$ cat config.mk
export PLATFORM = sky130hd
export DESIGN_NAME = tech_irq_diag
export DESIGN_NICKNAME = d
export VERILOG_FILES = /design/src/verilog/tech_irq_pkg.sv /design/src/verilog/event_fifo_if.sv /design/src/verilog/event_fifo.sv /design/src/verilog/tech_irq_diag.sv
export SDC_FILE = /design/constraint.sdc
export NUM_CORES = 1
export LEC_CHECK = 0
export BUFFER_PORTS_ARGS = -buffer_cell sky130_fd_sc_hd__buf_4
export CAP_MARGIN = 0
export CORE_MARGIN = 4
export CORE_UTILIZATION = 45
export CTS_CLUSTER_DIAMETER = 200
export DETAILED_ROUTE_END_ITERATION = 12
export GPL_ROUTABILITY_DRIVEN = 0
export PLACE_DENSITY = 0.74
export SYNTH_ARGS = -nofsm -noshare
export SYNTH_HDL_FRONTEND = slang
export SYNTH_SLANG_ARGS = --single-unit
$ cat constraint.sdc
create_clock -name clock -period 3.8 [get_ports clock]
set_clock_uncertainty 0.05 [all_clocks]
set_input_delay 0.57 -clock clock [delete_from_list [all_inputs] [get_ports clock]]
set_output_delay 0.57 -clock clock [all_outputs]
set_load 0.02 [all_outputs]
$ cat src/verilog/tech_irq_pkg.sv
// Purpose: Shared constants and types of the technology interrupt logic.
// Assumes: One clock, synchronous active-high reset.
// Notes:   Event ids 0..15 are input edges, 16..19 end of measurement.
package tech_irq_pkg;

  // ----------------------------------------------------------------
  // Register offsets
  // ----------------------------------------------------------------
  localparam logic [3:0] OFS_DIAG_ERROR_SUMMARY  = 4'h0;
  localparam logic [3:0] OFS_DIAG_MODULE_CLASS   = 4'h1;
  localparam logic [3:0] OFS_DIAG_RESERVED_BYTE  = 4'h2;
  localparam logic [3:0] OFS_DIAG_LOST_EVENT     = 4'h3;
  localparam logic [3:0] OFS_EDGE_FLAGS_LOW      = 4'h8;
  localparam logic [3:0] OFS_EDGE_FLAGS_HIGH     = 4'h9;
  localparam logic [3:0] OFS_MEASURE_DONE_CH01   = 4'hA;
  localparam logic [3:0] OFS_MEASURE_DONE_CH23   = 4'hB;

  // ----------------------------------------------------------------
  // Field layout and reset values
  // ----------------------------------------------------------------
  localparam int         CHANNEL_ERROR_BIT = 3;
  localparam int         LOST_EVENT_BIT    = 6;
  localparam int         CHAN_INFO_BIT     = 4;
  localparam logic [3:0] CLASS_ANALOG      = 4'h5;
  localparam logic [3:0] CLASS_DIGITAL     = 4'hF;
  localparam logic [7:0] DIAG_BYTE_RESET   = 8'h00;
  localparam logic [7:0] FIX_ZERO_BYTE     = 8'h00;
  localparam logic [31:0] FLAGS_RESET      = 32'h0000_0000;
  localparam int         NUM_EDGES         = 16;
  localparam int         NUM_EVENTS        = 20;
  localparam int         ID_W              = 5;
  localparam int         MEAS_BYTE_BASE    = 16;
  localparam int         MEAS_CH_STRIDE    = 4;

  typedef enum logic [1:0] {
    MODE_NONE     = 2'b00,
    MODE_COUNTING = 2'b01,
    MODE_FREQ     = 2'b10,
    MODE_PWM      = 2'b11
  } tech_mode_e;

  typedef enum logic [1:0] {
    ST_IDLE     = 2'b00,
    ST_PROC     = 2'b01,
    ST_DIAG_IN  = 2'b10,
    ST_DIAG_OUT = 2'b11
  } svc_state_e;

endpackage

$ cat src/verilog/event_fifo_if.sv
// Purpose: Push and pop signals of one event queue.
// Assumes: Single clock domain.
// Notes:   Pop data is valid whenever empty is low.
`timescale 1ns/1ps
interface event_fifo_if #(parameter int W = 5);
  logic         push;
  logic [W-1:0] push_data;
  logic         full;
  logic         pop;
  logic [W-1:0] pop_data;
  logic         empty;
  modport producer (output push, output push_data, input full,
                    output pop, input pop_data, input empty);
  modport queue (input push, input push_data, output full,
                 input pop, output pop_data, output empty);
endinterface

$ cat src/verilog/event_fifo.sv
// Purpose: First-in first-out queue of event ids.
// Assumes: Producer may also push while full is high.
// Notes:   A push while full is ignored; the producer counts it lost.
`timescale 1ns/1ps
module event_fifo #(
  parameter int W     = 5,
  parameter int DEPTH = 8
) (
  input wire logic         clock,
  input wire logic         rst,
  event_fifo_if.queue      q
);

  localparam int AW = $clog2(DEPTH);

  logic [W-1:0] mem [DEPTH];
  logic [AW-1:0] wr_ptr;
  logic [AW-1:0] rd_ptr;
  logic [AW:0]   count;
  logic          do_push;
  logic          do_pop;

  assign do_push     = q.push && !q.full;
  assign do_pop      = q.pop && !q.empty;
  assign q.full      = (count == (AW+1)'(DEPTH));
  assign q.empty     = (count == '0);
  assign q.pop_data  = mem[rd_ptr];

  function automatic logic [AW-1:0] wrap_inc(input logic [AW-1:0] p);
    wrap_inc = (p == AW'(DEPTH - 1)) ? '0 : p + 1'b1;
  endfunction

  always_ff @(posedge clock) begin
    if (do_push) begin
      mem[wr_ptr] <= q.push_data;
    end
  end

  always_ff @(posedge clock) begin
    if (rst) begin
      wr_ptr <= '0;
      rd_ptr <= '0;
      count  <= '0;
    end else begin
      if (do_push) begin
        wr_ptr <= wrap_inc(wr_ptr);
      end
      if (do_pop) begin
        rd_ptr <= wrap_inc(rd_ptr);
      end
      count <= count + (AW+1)'(do_push) - (AW+1)'(do_pop);
    end
  end

endmodule

$ cat src/verilog/tech_irq_diag.sv
// Purpose: Process and diagnostic interrupt logic of the technology block.
// Assumes: Handlers acknowledge with one-cycle done pulses.
// Notes:   Events are one-cycle pulses; one event is taken per cycle.
`timescale 1ns/1ps
module tech_irq_diag #(
  parameter int         PROC_DEPTH  = 8,
  parameter int         DIAG_DEPTH  = 8,
  parameter logic [3:0] MODULE_CLASS = tech_irq_pkg::CLASS_DIGITAL,
  // Arbitrary neutral module address.
  parameter logic [7:0] MODULE_ADDR = 8'h10
) (
  input  wire logic        clock,
  input  wire logic        rst,
  input  wire logic [1:0]  tech_mode,
  input  wire logic        diag_proc_setting,
  input  wire logic        counter_out_en,
  input  wire logic        diag_global_en,
  input  wire logic [15:0] input_edge,
  input  wire logic [3:0]  measure_done,
  input  wire logic        proc_done,
  input  wire logic        diag_done,
  input  wire logic [3:0]  reg_addr,
  output logic             process_irq_handler,
  output logic [31:0]      proc_flags,
  output logic             diag_irq_handler,
  output logic             diag_outgoing,
  output logic [31:0]      diag_record,
  output logic             system_fault_indicator,
  output logic             log_strobe,
  output logic [15:0]      log_entry,
  output logic [7:0]       reg_rdata
);

  localparam int NE = tech_irq_pkg::NUM_EVENTS;
  localparam int IW = tech_irq_pkg::ID_W;

  // ----------------------------------------------------------------
  // Enables
  // ----------------------------------------------------------------
  logic tech_sel;
  logic proc_en;
  logic diag_en;

  assign tech_sel = (tech_mode != tech_irq_pkg::MODE_NONE);
  assign proc_en  = tech_sel && diag_proc_setting && counter_out_en &&
                    (tech_mode != tech_irq_pkg::MODE_PWM);
  assign diag_en  = tech_sel && diag_proc_setting && diag_global_en;

  // ----------------------------------------------------------------
  // Event intake
  // ----------------------------------------------------------------
  logic [NE-1:0] pending;
  logic [NE-1:0] raw_events;
  logic [NE-1:0] diag_chan;
  logic [NE-1:0] queued;
  logic          ev_valid;
  logic [IW-1:0] ev_id;

  // Edges count in counting and frequency modes; measurement ends only
  // exist in frequency mode.
  assign raw_events = {
    (tech_mode == tech_irq_pkg::MODE_FREQ) ? measure_done : 4'h0,
    (tech_mode == tech_irq_pkg::MODE_COUNTING ||
     tech_mode == tech_irq_pkg::MODE_FREQ) ? input_edge : 16'h0000};

  always_comb begin
    ev_valid = 1'b0;
    ev_id    = '0;
    for (int i = NE - 1; i >= 0; i--) begin
      if (pending[i]) begin
        ev_valid = 1'b1;
        ev_id    = IW'(i);
      end
    end
  end

  // A new pulse on the event being taken keeps it pending: set wins.
  always_ff @(posedge clock) begin
    if (rst) begin
      pending <= '0;
    end else begin
      pending <= (pending & ~(NE'(ev_valid) << ev_id)) | raw_events;
    end
  end

  // ----------------------------------------------------------------
  // Queues
  // ----------------------------------------------------------------
  event_fifo_if #(.W(IW)) proc_q ();
  event_fifo_if #(.W(IW)) diag_q ();

  event_fifo #(.W(IW), .DEPTH(PROC_DEPTH)) proc_fifo (
    .clock (clock),
    .rst   (rst),
    .q     (proc_q)
  );

  event_fifo #(.W(IW), .DEPTH(DIAG_DEPTH)) diag_fifo (
    .clock (clock),
    .rst   (rst),
    .q     (diag_q)
  );

  typedef tech_irq_pkg::svc_state_e svc_state_e;

  svc_state_e    state;
  logic [IW-1:0] cur_id;
  logic          susp_valid;
  logic [IW-1:0] susp_id;
  logic          ev_live;
  logic          ev_recur;
  logic          ev_to_diag;
  logic          ev_to_proc;
  logic          enter_in;
  logic          enter_out;
  logic          lost_event;
  logic          out_done;
  logic          silent_out;

  assign ev_live    = ev_valid && proc_en && !diag_chan[ev_id];
  assign ev_recur   = ev_live && state == tech_irq_pkg::ST_PROC &&
                      cur_id == ev_id;
  assign ev_to_diag = ev_live && !ev_recur && queued[ev_id];
  assign ev_to_proc = ev_live && !ev_recur && !queued[ev_id];

  assign proc_q.push      = ev_to_proc;
  assign proc_q.push_data = ev_id;
  assign diag_q.push      = ev_to_diag && diag_en;
  assign diag_q.push_data = ev_id;

  // Dispatch order from idle: diagnostics, then the interrupted process,
  // then queued processes.
  assign diag_q.pop = state == tech_irq_pkg::ST_IDLE && !diag_q.empty;
  assign proc_q.pop = state == tech_irq_pkg::ST_IDLE && diag_q.empty &&
                      !susp_valid && !proc_q.empty;

  assign enter_in   = (ev_recur && diag_en) || diag_q.pop;
  assign out_done   = state == tech_irq_pkg::ST_PROC && proc_done &&
                      diag_chan[cur_id];
  assign enter_out  = out_done && diag_en;
  assign silent_out = out_done && !diag_en;
  assign lost_event = (ev_recur && !diag_en) ||
                      (ev_to_proc && proc_q.full) ||
                      (ev_to_diag && (!diag_en || diag_q.full));

  // ----------------------------------------------------------------
  // Service sequencer
  // ----------------------------------------------------------------
  always_ff @(posedge clock) begin
    if (rst) begin
      state      <= tech_irq_pkg::ST_IDLE;
      cur_id     <= '0;
      susp_valid <= 1'b0;
      susp_id    <= '0;
    end else begin
      case (state)
        tech_irq_pkg::ST_IDLE: begin
          if (diag_q.pop) begin
            state  <= tech_irq_pkg::ST_DIAG_IN;
            cur_id <= diag_q.pop_data;
          end else if (susp_valid) begin
            state      <= tech_irq_pkg::ST_PROC;
            cur_id     <= susp_id;
            susp_valid <= 1'b0;
          end else if (proc_q.pop) begin
            state  <= tech_irq_pkg::ST_PROC;
            cur_id <= proc_q.pop_data;
          end
        end
        tech_irq_pkg::ST_PROC: begin
          if (ev_recur && diag_en) begin
            state      <= tech_irq_pkg::ST_DIAG_IN;
            susp_valid <= 1'b1;
            susp_id    <= cur_id;
          end else if (enter_out) begin
            state <= tech_irq_pkg::ST_DIAG_OUT;
          end else if (proc_done) begin
            state <= tech_irq_pkg::ST_IDLE;
          end
        end
        tech_irq_pkg::ST_DIAG_IN,
        tech_irq_pkg::ST_DIAG_OUT: begin
          if (diag_done) begin
            state <= tech_irq_pkg::ST_IDLE;
          end
        end
        default: begin
          state <= tech_irq_pkg::ST_IDLE;
        end
      endcase
    end
  end

  // Channels under diagnosis; a channel leaves when its outgoing message
  // is done, or at once when no outgoing message may be sent.
  always_ff @(posedge clock) begin
    if (rst) begin
      diag_chan <= '0;
    end else begin
      for (int i = 0; i < NE; i++) begin
        if ((ev_recur && diag_en && ev_id == IW'(i)) ||
            (diag_q.push && !diag_q.full && ev_id == IW'(i))) begin
          diag_chan[i] <= 1'b1;
        end else if ((silent_out && cur_id == IW'(i)) ||
                     (state == tech_irq_pkg::ST_DIAG_OUT && diag_done &&
                      cur_id == IW'(i))) begin
          diag_chan[i] <= 1'b0;
        end
      end
    end
  end

  always_ff @(posedge clock) begin
    if (rst) begin
      queued <= '0;
    end else begin
      for (int i = 0; i < NE; i++) begin
        if (proc_q.push && !proc_q.full && ev_id == IW'(i)) begin
          queued[i] <= 1'b1;
        end else if (proc_q.pop && proc_q.pop_data == IW'(i)) begin
          queued[i] <= 1'b0;
        end
      end
    end
  end

  // ----------------------------------------------------------------
  // Process handler outputs
  // ----------------------------------------------------------------
  function automatic logic [31:0] flag_of(input logic [IW-1:0] id);
    logic [31:0] f;
    f = '0;
    if (id < IW'(tech_irq_pkg::NUM_EDGES)) begin
      f[id] = 1'b1;
    end else begin
      f[tech_irq_pkg::MEAS_BYTE_BASE +
        tech_irq_pkg::MEAS_CH_STRIDE * int'(id - IW'(16))] = 1'b1;
    end
    flag_of = f;
  endfunction

  always_ff @(posedge clock) begin
    if (rst) begin
      process_irq_handler <= 1'b0;
      proc_flags          <= tech_irq_pkg::FLAGS_RESET;
    end else if (state == tech_irq_pkg::ST_IDLE && !diag_q.pop &&
                 (susp_valid || proc_q.pop)) begin
      process_irq_handler <= 1'b1;
      proc_flags <= flag_of(susp_valid ? susp_id : proc_q.pop_data);
    end else if (state == tech_irq_pkg::ST_PROC &&
                 ((ev_recur && diag_en) || proc_done)) begin
      process_irq_handler <= 1'b0;
      proc_flags          <= tech_irq_pkg::FLAGS_RESET;
    end
  end

  // ----------------------------------------------------------------
  // Diagnostic handler, record and log
  // ----------------------------------------------------------------
  logic [7:0] rec_b0;
  logic [7:0] rec_b1;
  logic [7:0] rec_b3;

  assign rec_b1 = {3'b000, 1'b1, MODULE_CLASS};

  always_ff @(posedge clock) begin
    if (rst) begin
      rec_b0 <= tech_irq_pkg::DIAG_BYTE_RESET;
      rec_b3 <= tech_irq_pkg::DIAG_BYTE_RESET;
    end else if (enter_in || lost_event) begin
      rec_b0 <= 8'h00;
      rec_b0[tech_irq_pkg::CHANNEL_ERROR_BIT] <= 1'b1;
      rec_b3 <= 8'h00;
      rec_b3[tech_irq_pkg::LOST_EVENT_BIT] <= 1'b1;
    end else if (enter_out) begin
      rec_b0 <= 8'h00;
      rec_b0[tech_irq_pkg::CHANNEL_ERROR_BIT] <=
        |(diag_chan & ~(NE'(1) << cur_id));
      rec_b3 <= tech_irq_pkg::FIX_ZERO_BYTE;
    end
  end

  always_ff @(posedge clock) begin
    if (rst) begin
      diag_irq_handler <= 1'b0;
      diag_outgoing    <= 1'b0;
      diag_record      <= '0;
    end else if (enter_in || enter_out) begin
      diag_irq_handler <= 1'b1;
      diag_outgoing    <= enter_out;
      diag_record <= {enter_out ? tech_irq_pkg::FIX_ZERO_BYTE :
                      8'h40, tech_irq_pkg::FIX_ZERO_BYTE, rec_b1,
                      enter_out ?
                      {4'h0, |(diag_chan & ~(NE'(1) << cur_id)), 3'b000}
                      : 8'h08};
    end else if (diag_done) begin
      diag_irq_handler <= 1'b0;
      diag_outgoing    <= 1'b0;
    end
  end

  always_ff @(posedge clock) begin
    if (rst) begin
      log_strobe <= 1'b0;
      log_entry  <= '0;
    end else begin
      log_strobe <= enter_in || enter_out;
      log_entry  <= {enter_out, 2'b00,
                     enter_in && diag_q.pop ? diag_q.pop_data :
                     ev_recur ? ev_id : cur_id, MODULE_ADDR};
    end
  end

  always_ff @(posedge clock) begin
    if (rst) begin
      system_fault_indicator <= 1'b0;
    end else begin
      system_fault_indicator <= |diag_chan;
    end
  end

  // ----------------------------------------------------------------
  // Register read port
  // ----------------------------------------------------------------
  always_ff @(posedge clock) begin
    if (rst) begin
      reg_rdata <= '0;
    end else begin
      case (reg_addr)
        tech_irq_pkg::OFS_DIAG_ERROR_SUMMARY: reg_rdata <= rec_b0;
        tech_irq_pkg::OFS_DIAG_MODULE_CLASS:  reg_rdata <= rec_b1;
        tech_irq_pkg::OFS_DIAG_RESERVED_BYTE:
          reg_rdata <= tech_irq_pkg::FIX_ZERO_BYTE;
        tech_irq_pkg::OFS_DIAG_LOST_EVENT:    reg_rdata <= rec_b3;
        tech_irq_pkg::OFS_EDGE_FLAGS_LOW:     reg_rdata <= proc_flags[7:0];
        tech_irq_pkg::OFS_EDGE_FLAGS_HIGH:    reg_rdata <= proc_flags[15:8];
        tech_irq_pkg::OFS_MEASURE_DONE_CH01:  reg_rdata <= proc_flags[23:16];
        tech_irq_pkg::OFS_MEASURE_DONE_CH23:  reg_rdata <= proc_flags[31:24];
        default:                              reg_rdata <= 8'h00;
      endcase
    end
  end
endmodule

==> run_results.csv <==
group,metric,value,unit
timing,maxSlewViolCount,0,
clock_network,clock_latency,520,ps
routing,wl_per_cell,19.23,um
global_route,grt_pass1_wl,48.06,mm
floorplanning,fp-row-count,57,
setup_path,required,4130,ps
place,place_area,12480,um^2
synthesis,synthDistinctLibCells,81,
finish,drive_gt1_frac,0.2353,
synthesis,synth_edf_count,80,
synthesis,synthArstFlopShare,0,
routing,drc,0,
clock_network,cts_root_buffer,"clkbuf_16",
power_and_ir_drop,p_leak,5.158,nW
clock_network,clockBufferDepth,3,
min_path,hp-class,"primary input to register",
clock_network,htree_num_levels,1,
timing,worst_pin_slew,1090,ps
setup_path,path_buf_inv,2,
clock_network,cts_tree,"built",
global_route,grt_pass1_vias,8956,
global_route,grt-ovfl-total,0,
finish,num-nets-final,1317,
timing,setup_viol,0,
setup_path,slowest_delay,570,ps
clock_network,cts_sinks,236,
routing,vias,9376,
floorplanning,die-area,27710,um^2
synthesis,synthFlopType,"dfxtp_1",
routing,vias_per_cell,5.864,
place,portBuffers,91,
routing,ant_nets,0,
global_route,grt_max_degree,56,
clock_network,cts.clk_slew.worst_paths,60,ps
power_and_ir_drop,irDropWorstVdd,0.0004483,V
finish,area.growth.synth_to_final,20.97,%
floorplanning,ioPinCount,126,
finish,final_area,13670,um^2
global_route,antenna_found_initial,0,
floorplanning,core,24530,um^2
place,dpl.hpwl,21.78,mm
timing,max_clock_freq,269.0,MHz
setup_path,end_kind,"register",
setup_path,crit_family,"compound AO/OA/AOI/OAI gates",
timing,period_needed,3717,ps
setup_path,crit_type,"register to register",
routing,drt-total-wl,30.75,mm
floorplanning,die_w,166.5,um
synthesis,synth_area,11300,um^2
timing,setup_tns,0,ps
timing,hold_viol,0,
status,status,"finished, final reports clean",
job,drv_cap,0,
setup_path,cp_max_fo,6,
setup_path,worstPathArrival,4050,ps
routing,dr.first_iter.drc_count,1014,
synthesis,synth_top_area_cell,"dfxtp_1",
synthesis,synthCells,1114,
finish,diodes,0,
global_route,grt_usage,0.2098,
clock_network,holdBufCountCts,0,
synthesis,synth_top_area_frac,0.2764,
power_and_ir_drop,p_per_area,615.7,nW/um^2
floorplanning,die_h,166.5,um
synthesis,yosysSeqAreaShare,0.4890,
timing,period_share,0.9781,
synthesis,ys_ff_latch,236,
routing,drt-pass1-iter-count,6,
setup_path,critPathSlowestCell,"o41ai_4",
floorplanning,initial_core_util,0.4606,
synthesis,synth_area_leaders,"dfxtp_1 (28%), edfxtp_1 (21%), mux4_2 (5.2%), nor2_1 (4.0%), nand2_1 (3.4%)",
clock_network,cts_buffers,26,
setup_path,worstPathCellList,"nor2_1 -> o31a_1 -> o41ai_4 -> a221oi_4 -> buf_12 -> a221oi_1 -> o211a_1 -> a21oi_2 -> or3_4 -> inv_2 -> ha_4 -> fa_2 -> nor2b_1",
synthesis,yosysWarnings,0,
timing,relSlewSlack,0.2707,
synthesis,postSynthAreaPerCell,10.14,um^2
setup_path,cp-start-kind,"register",
==> final timing paths <==
kind                                                  startpoint                          endpoint  slack (ps)  cells past startpoint
worst min-delay path                               input_edge[0]             pending[0]$_SDFF_PP0_         230                      2
worst max-delay path                      pending[18]$_SDFF_PP0_     proc_fifo.count[1]$_SDFF_PP0_          80                     13
worst max register to register            pending[18]$_SDFF_PP0_     proc_fifo.count[1]$_SDFF_PP0_          80                     13
worst min register to register  process_irq_handler$_SDFFE_PP0P_  process_irq_handler$_SDFFE_PP0P_         410                      1
==> kinds of logic (layout without fill, tap and decap cells) <==
group                      Yosys count  after routing  share of synthesized area
AOI/OAI and AO/OA                  264            264                     0.1630
adders and majority gates           28             28                    0.03233
and+or+nand+nor                    400            400                     0.1769
other                                1             34                  0.0003319
buffers and inverters              125            253                    0.05625
xor gates and xnor gates             7              7                   0.005426
muxes                               53             53                    0.07674
DFF                                236            236                     0.4890
==> final cells by class <==
type / count / area (um^2)
Sequential cell: 236 / 5530
Inverter: 34 / 130.1
Clock buffer: 40 / 778.2
Multi-Input combinational cell: 786 / 5384
Tap cell: 324 / 405.4
Timing Repair Buffer: 172 / 1331
Fill cell: 2093 / 10860
Clock inverter: 7 / 110.1
==> cells in the final DEF (no fill, tap or decap), drive strengths merged, types with 6 or more instances in the layout <==
cell | netlist | routed
a2111oi | 6 | 6
a211oi | 12 | 12
a21o | 6 | 6
a21oi | 56 | 56
a221oi | 8 | 8
a22o | 13 | 13
a22oi | 19 | 19
a31oi | 7 | 7
and2 | 18 | 18
buf | 57 | 172
clkbuf | 34 | 40
conb | 1 | 34
dfxtp | 156 | 156
edfxtp | 80 | 80
ha | 26 | 26
inv | 34 | 34
mux2 | 9 | 9
mux2i | 18 | 18
mux4 | 26 | 26
nand2 | 105 | 105
nand2b | 16 | 16
nand3 | 35 | 35
nor2 | 121 | 121
nor2b | 16 | 16
nor3 | 30 | 30
nor3b | 11 | 11
nor4 | 18 | 18
o211ai | 15 | 15
o21a | 9 | 9
o21ai | 57 | 57
o31a | 6 | 6
o31ai | 15 | 15
or3 | 10 | 10
==> state kept, by name (all words and copies together), names as in the netlist, 2 cells and up, named ones only <==
signal	count
proc_fifo.rd_ptr	3
diag_fifo.count	4
pending	20
queued	20
reg_rdata	8
diag_record	3
diag_fifo.rd_ptr	3
proc_fifo.wr_ptr	3
cur_id	5
proc_fifo.count	4
diag_chan	20
diag_fifo.mem	40
log_entry	7
proc_flags	32
diag_fifo.wr_ptr	3
proc_fifo.mem	40
state	2
susp_id	5
==> metrics by stage <==
step / worst slack [ps] / total power [W] / hold WS, ps / util / cells
after floorplan: 0.4421 / 0.004894 / 395.5 / - / 1147
after CTS: 2.593 / 0.008295 / 214.1 / 0.5448 / 1579
final: 83.16 / 0.008417 / 231.3 / 0.5572 / 1599
after detailed placement: 31.51 / 0.005690 / 396.3 / 0.5086 / 1532
after global routing: -32.91 / 0.008850 / 224.4 / 0.5572 / 1599
after global placement: 130.5 / 0.005624 / 384.3 / 0.5086 / 1532
==> power by group <==
group	internal (W)	switching (W)	leakage (nW)
clock	0.00160	0.000974	0.440
sequential	0.00285	0.000257	2.00
combinational	0.00109	0.00164	2.72
total	0.00555	0.00287	5.16
==> synthesized netlist by cell type, types with 4 or more instances <==
cell type,number
a211oi_1,12
a21o_1,6
a21oi_1,55
a221oi_1,6
a22o_1,13
a22oi_1,19
a31oi_1,7
a32o_1,5
and2_1,18
and3_1,5
buf_1,6
buf_2,10
buf_4,41
clkbuf_1,34
dfxtp_1,156
edfxtp_1,80
ha_1,26
inv_1,30
inv_2,4
mux2_2,9
mux2i_1,18
mux4_2,26
nand2_1,103
nand2b_1,15
nand3_1,35
nor2_1,119
nor2b_1,16
nor3_1,29
nor3b_1,8
nor4_1,14
o211ai_1,15
o21a_1,9
o21ai_0,54
o2bb2ai_1,4
o31a_1,6
o31ai_1,15
or3_1,10
xnor2_1,5
==> timing repair <==
| item | 4_1_cts | 5_1_grt |
|---|---|---|
| hold endpoints to repair | 0 | 0 |
| setup buffers | 0 | 22 |
| endpoints found under the setup margin | 0 | 134 |
| gates resized for setup | 0 | 32 |
==> worst reg2reg max path: cells and delay by family, from the launching register on <==
kind / cells / cell delay (ps)
compound gates: 6 / 1740
fa+ha+maj: 2 / 570
simple gates: 3 / 590
flops: 1 / 350
buf+inv: 2 / 280
==> metal layers <==
metal  global-route usage  vias up  wire, um
li1                     -     4318         -
met1               0.2841     4462     12790
met2               0.3314      515     14050
met3              0.04835       81      2877
met4              0.07720        0      1028
met5                    0        -         0
(Power assumes the default switching activity.)
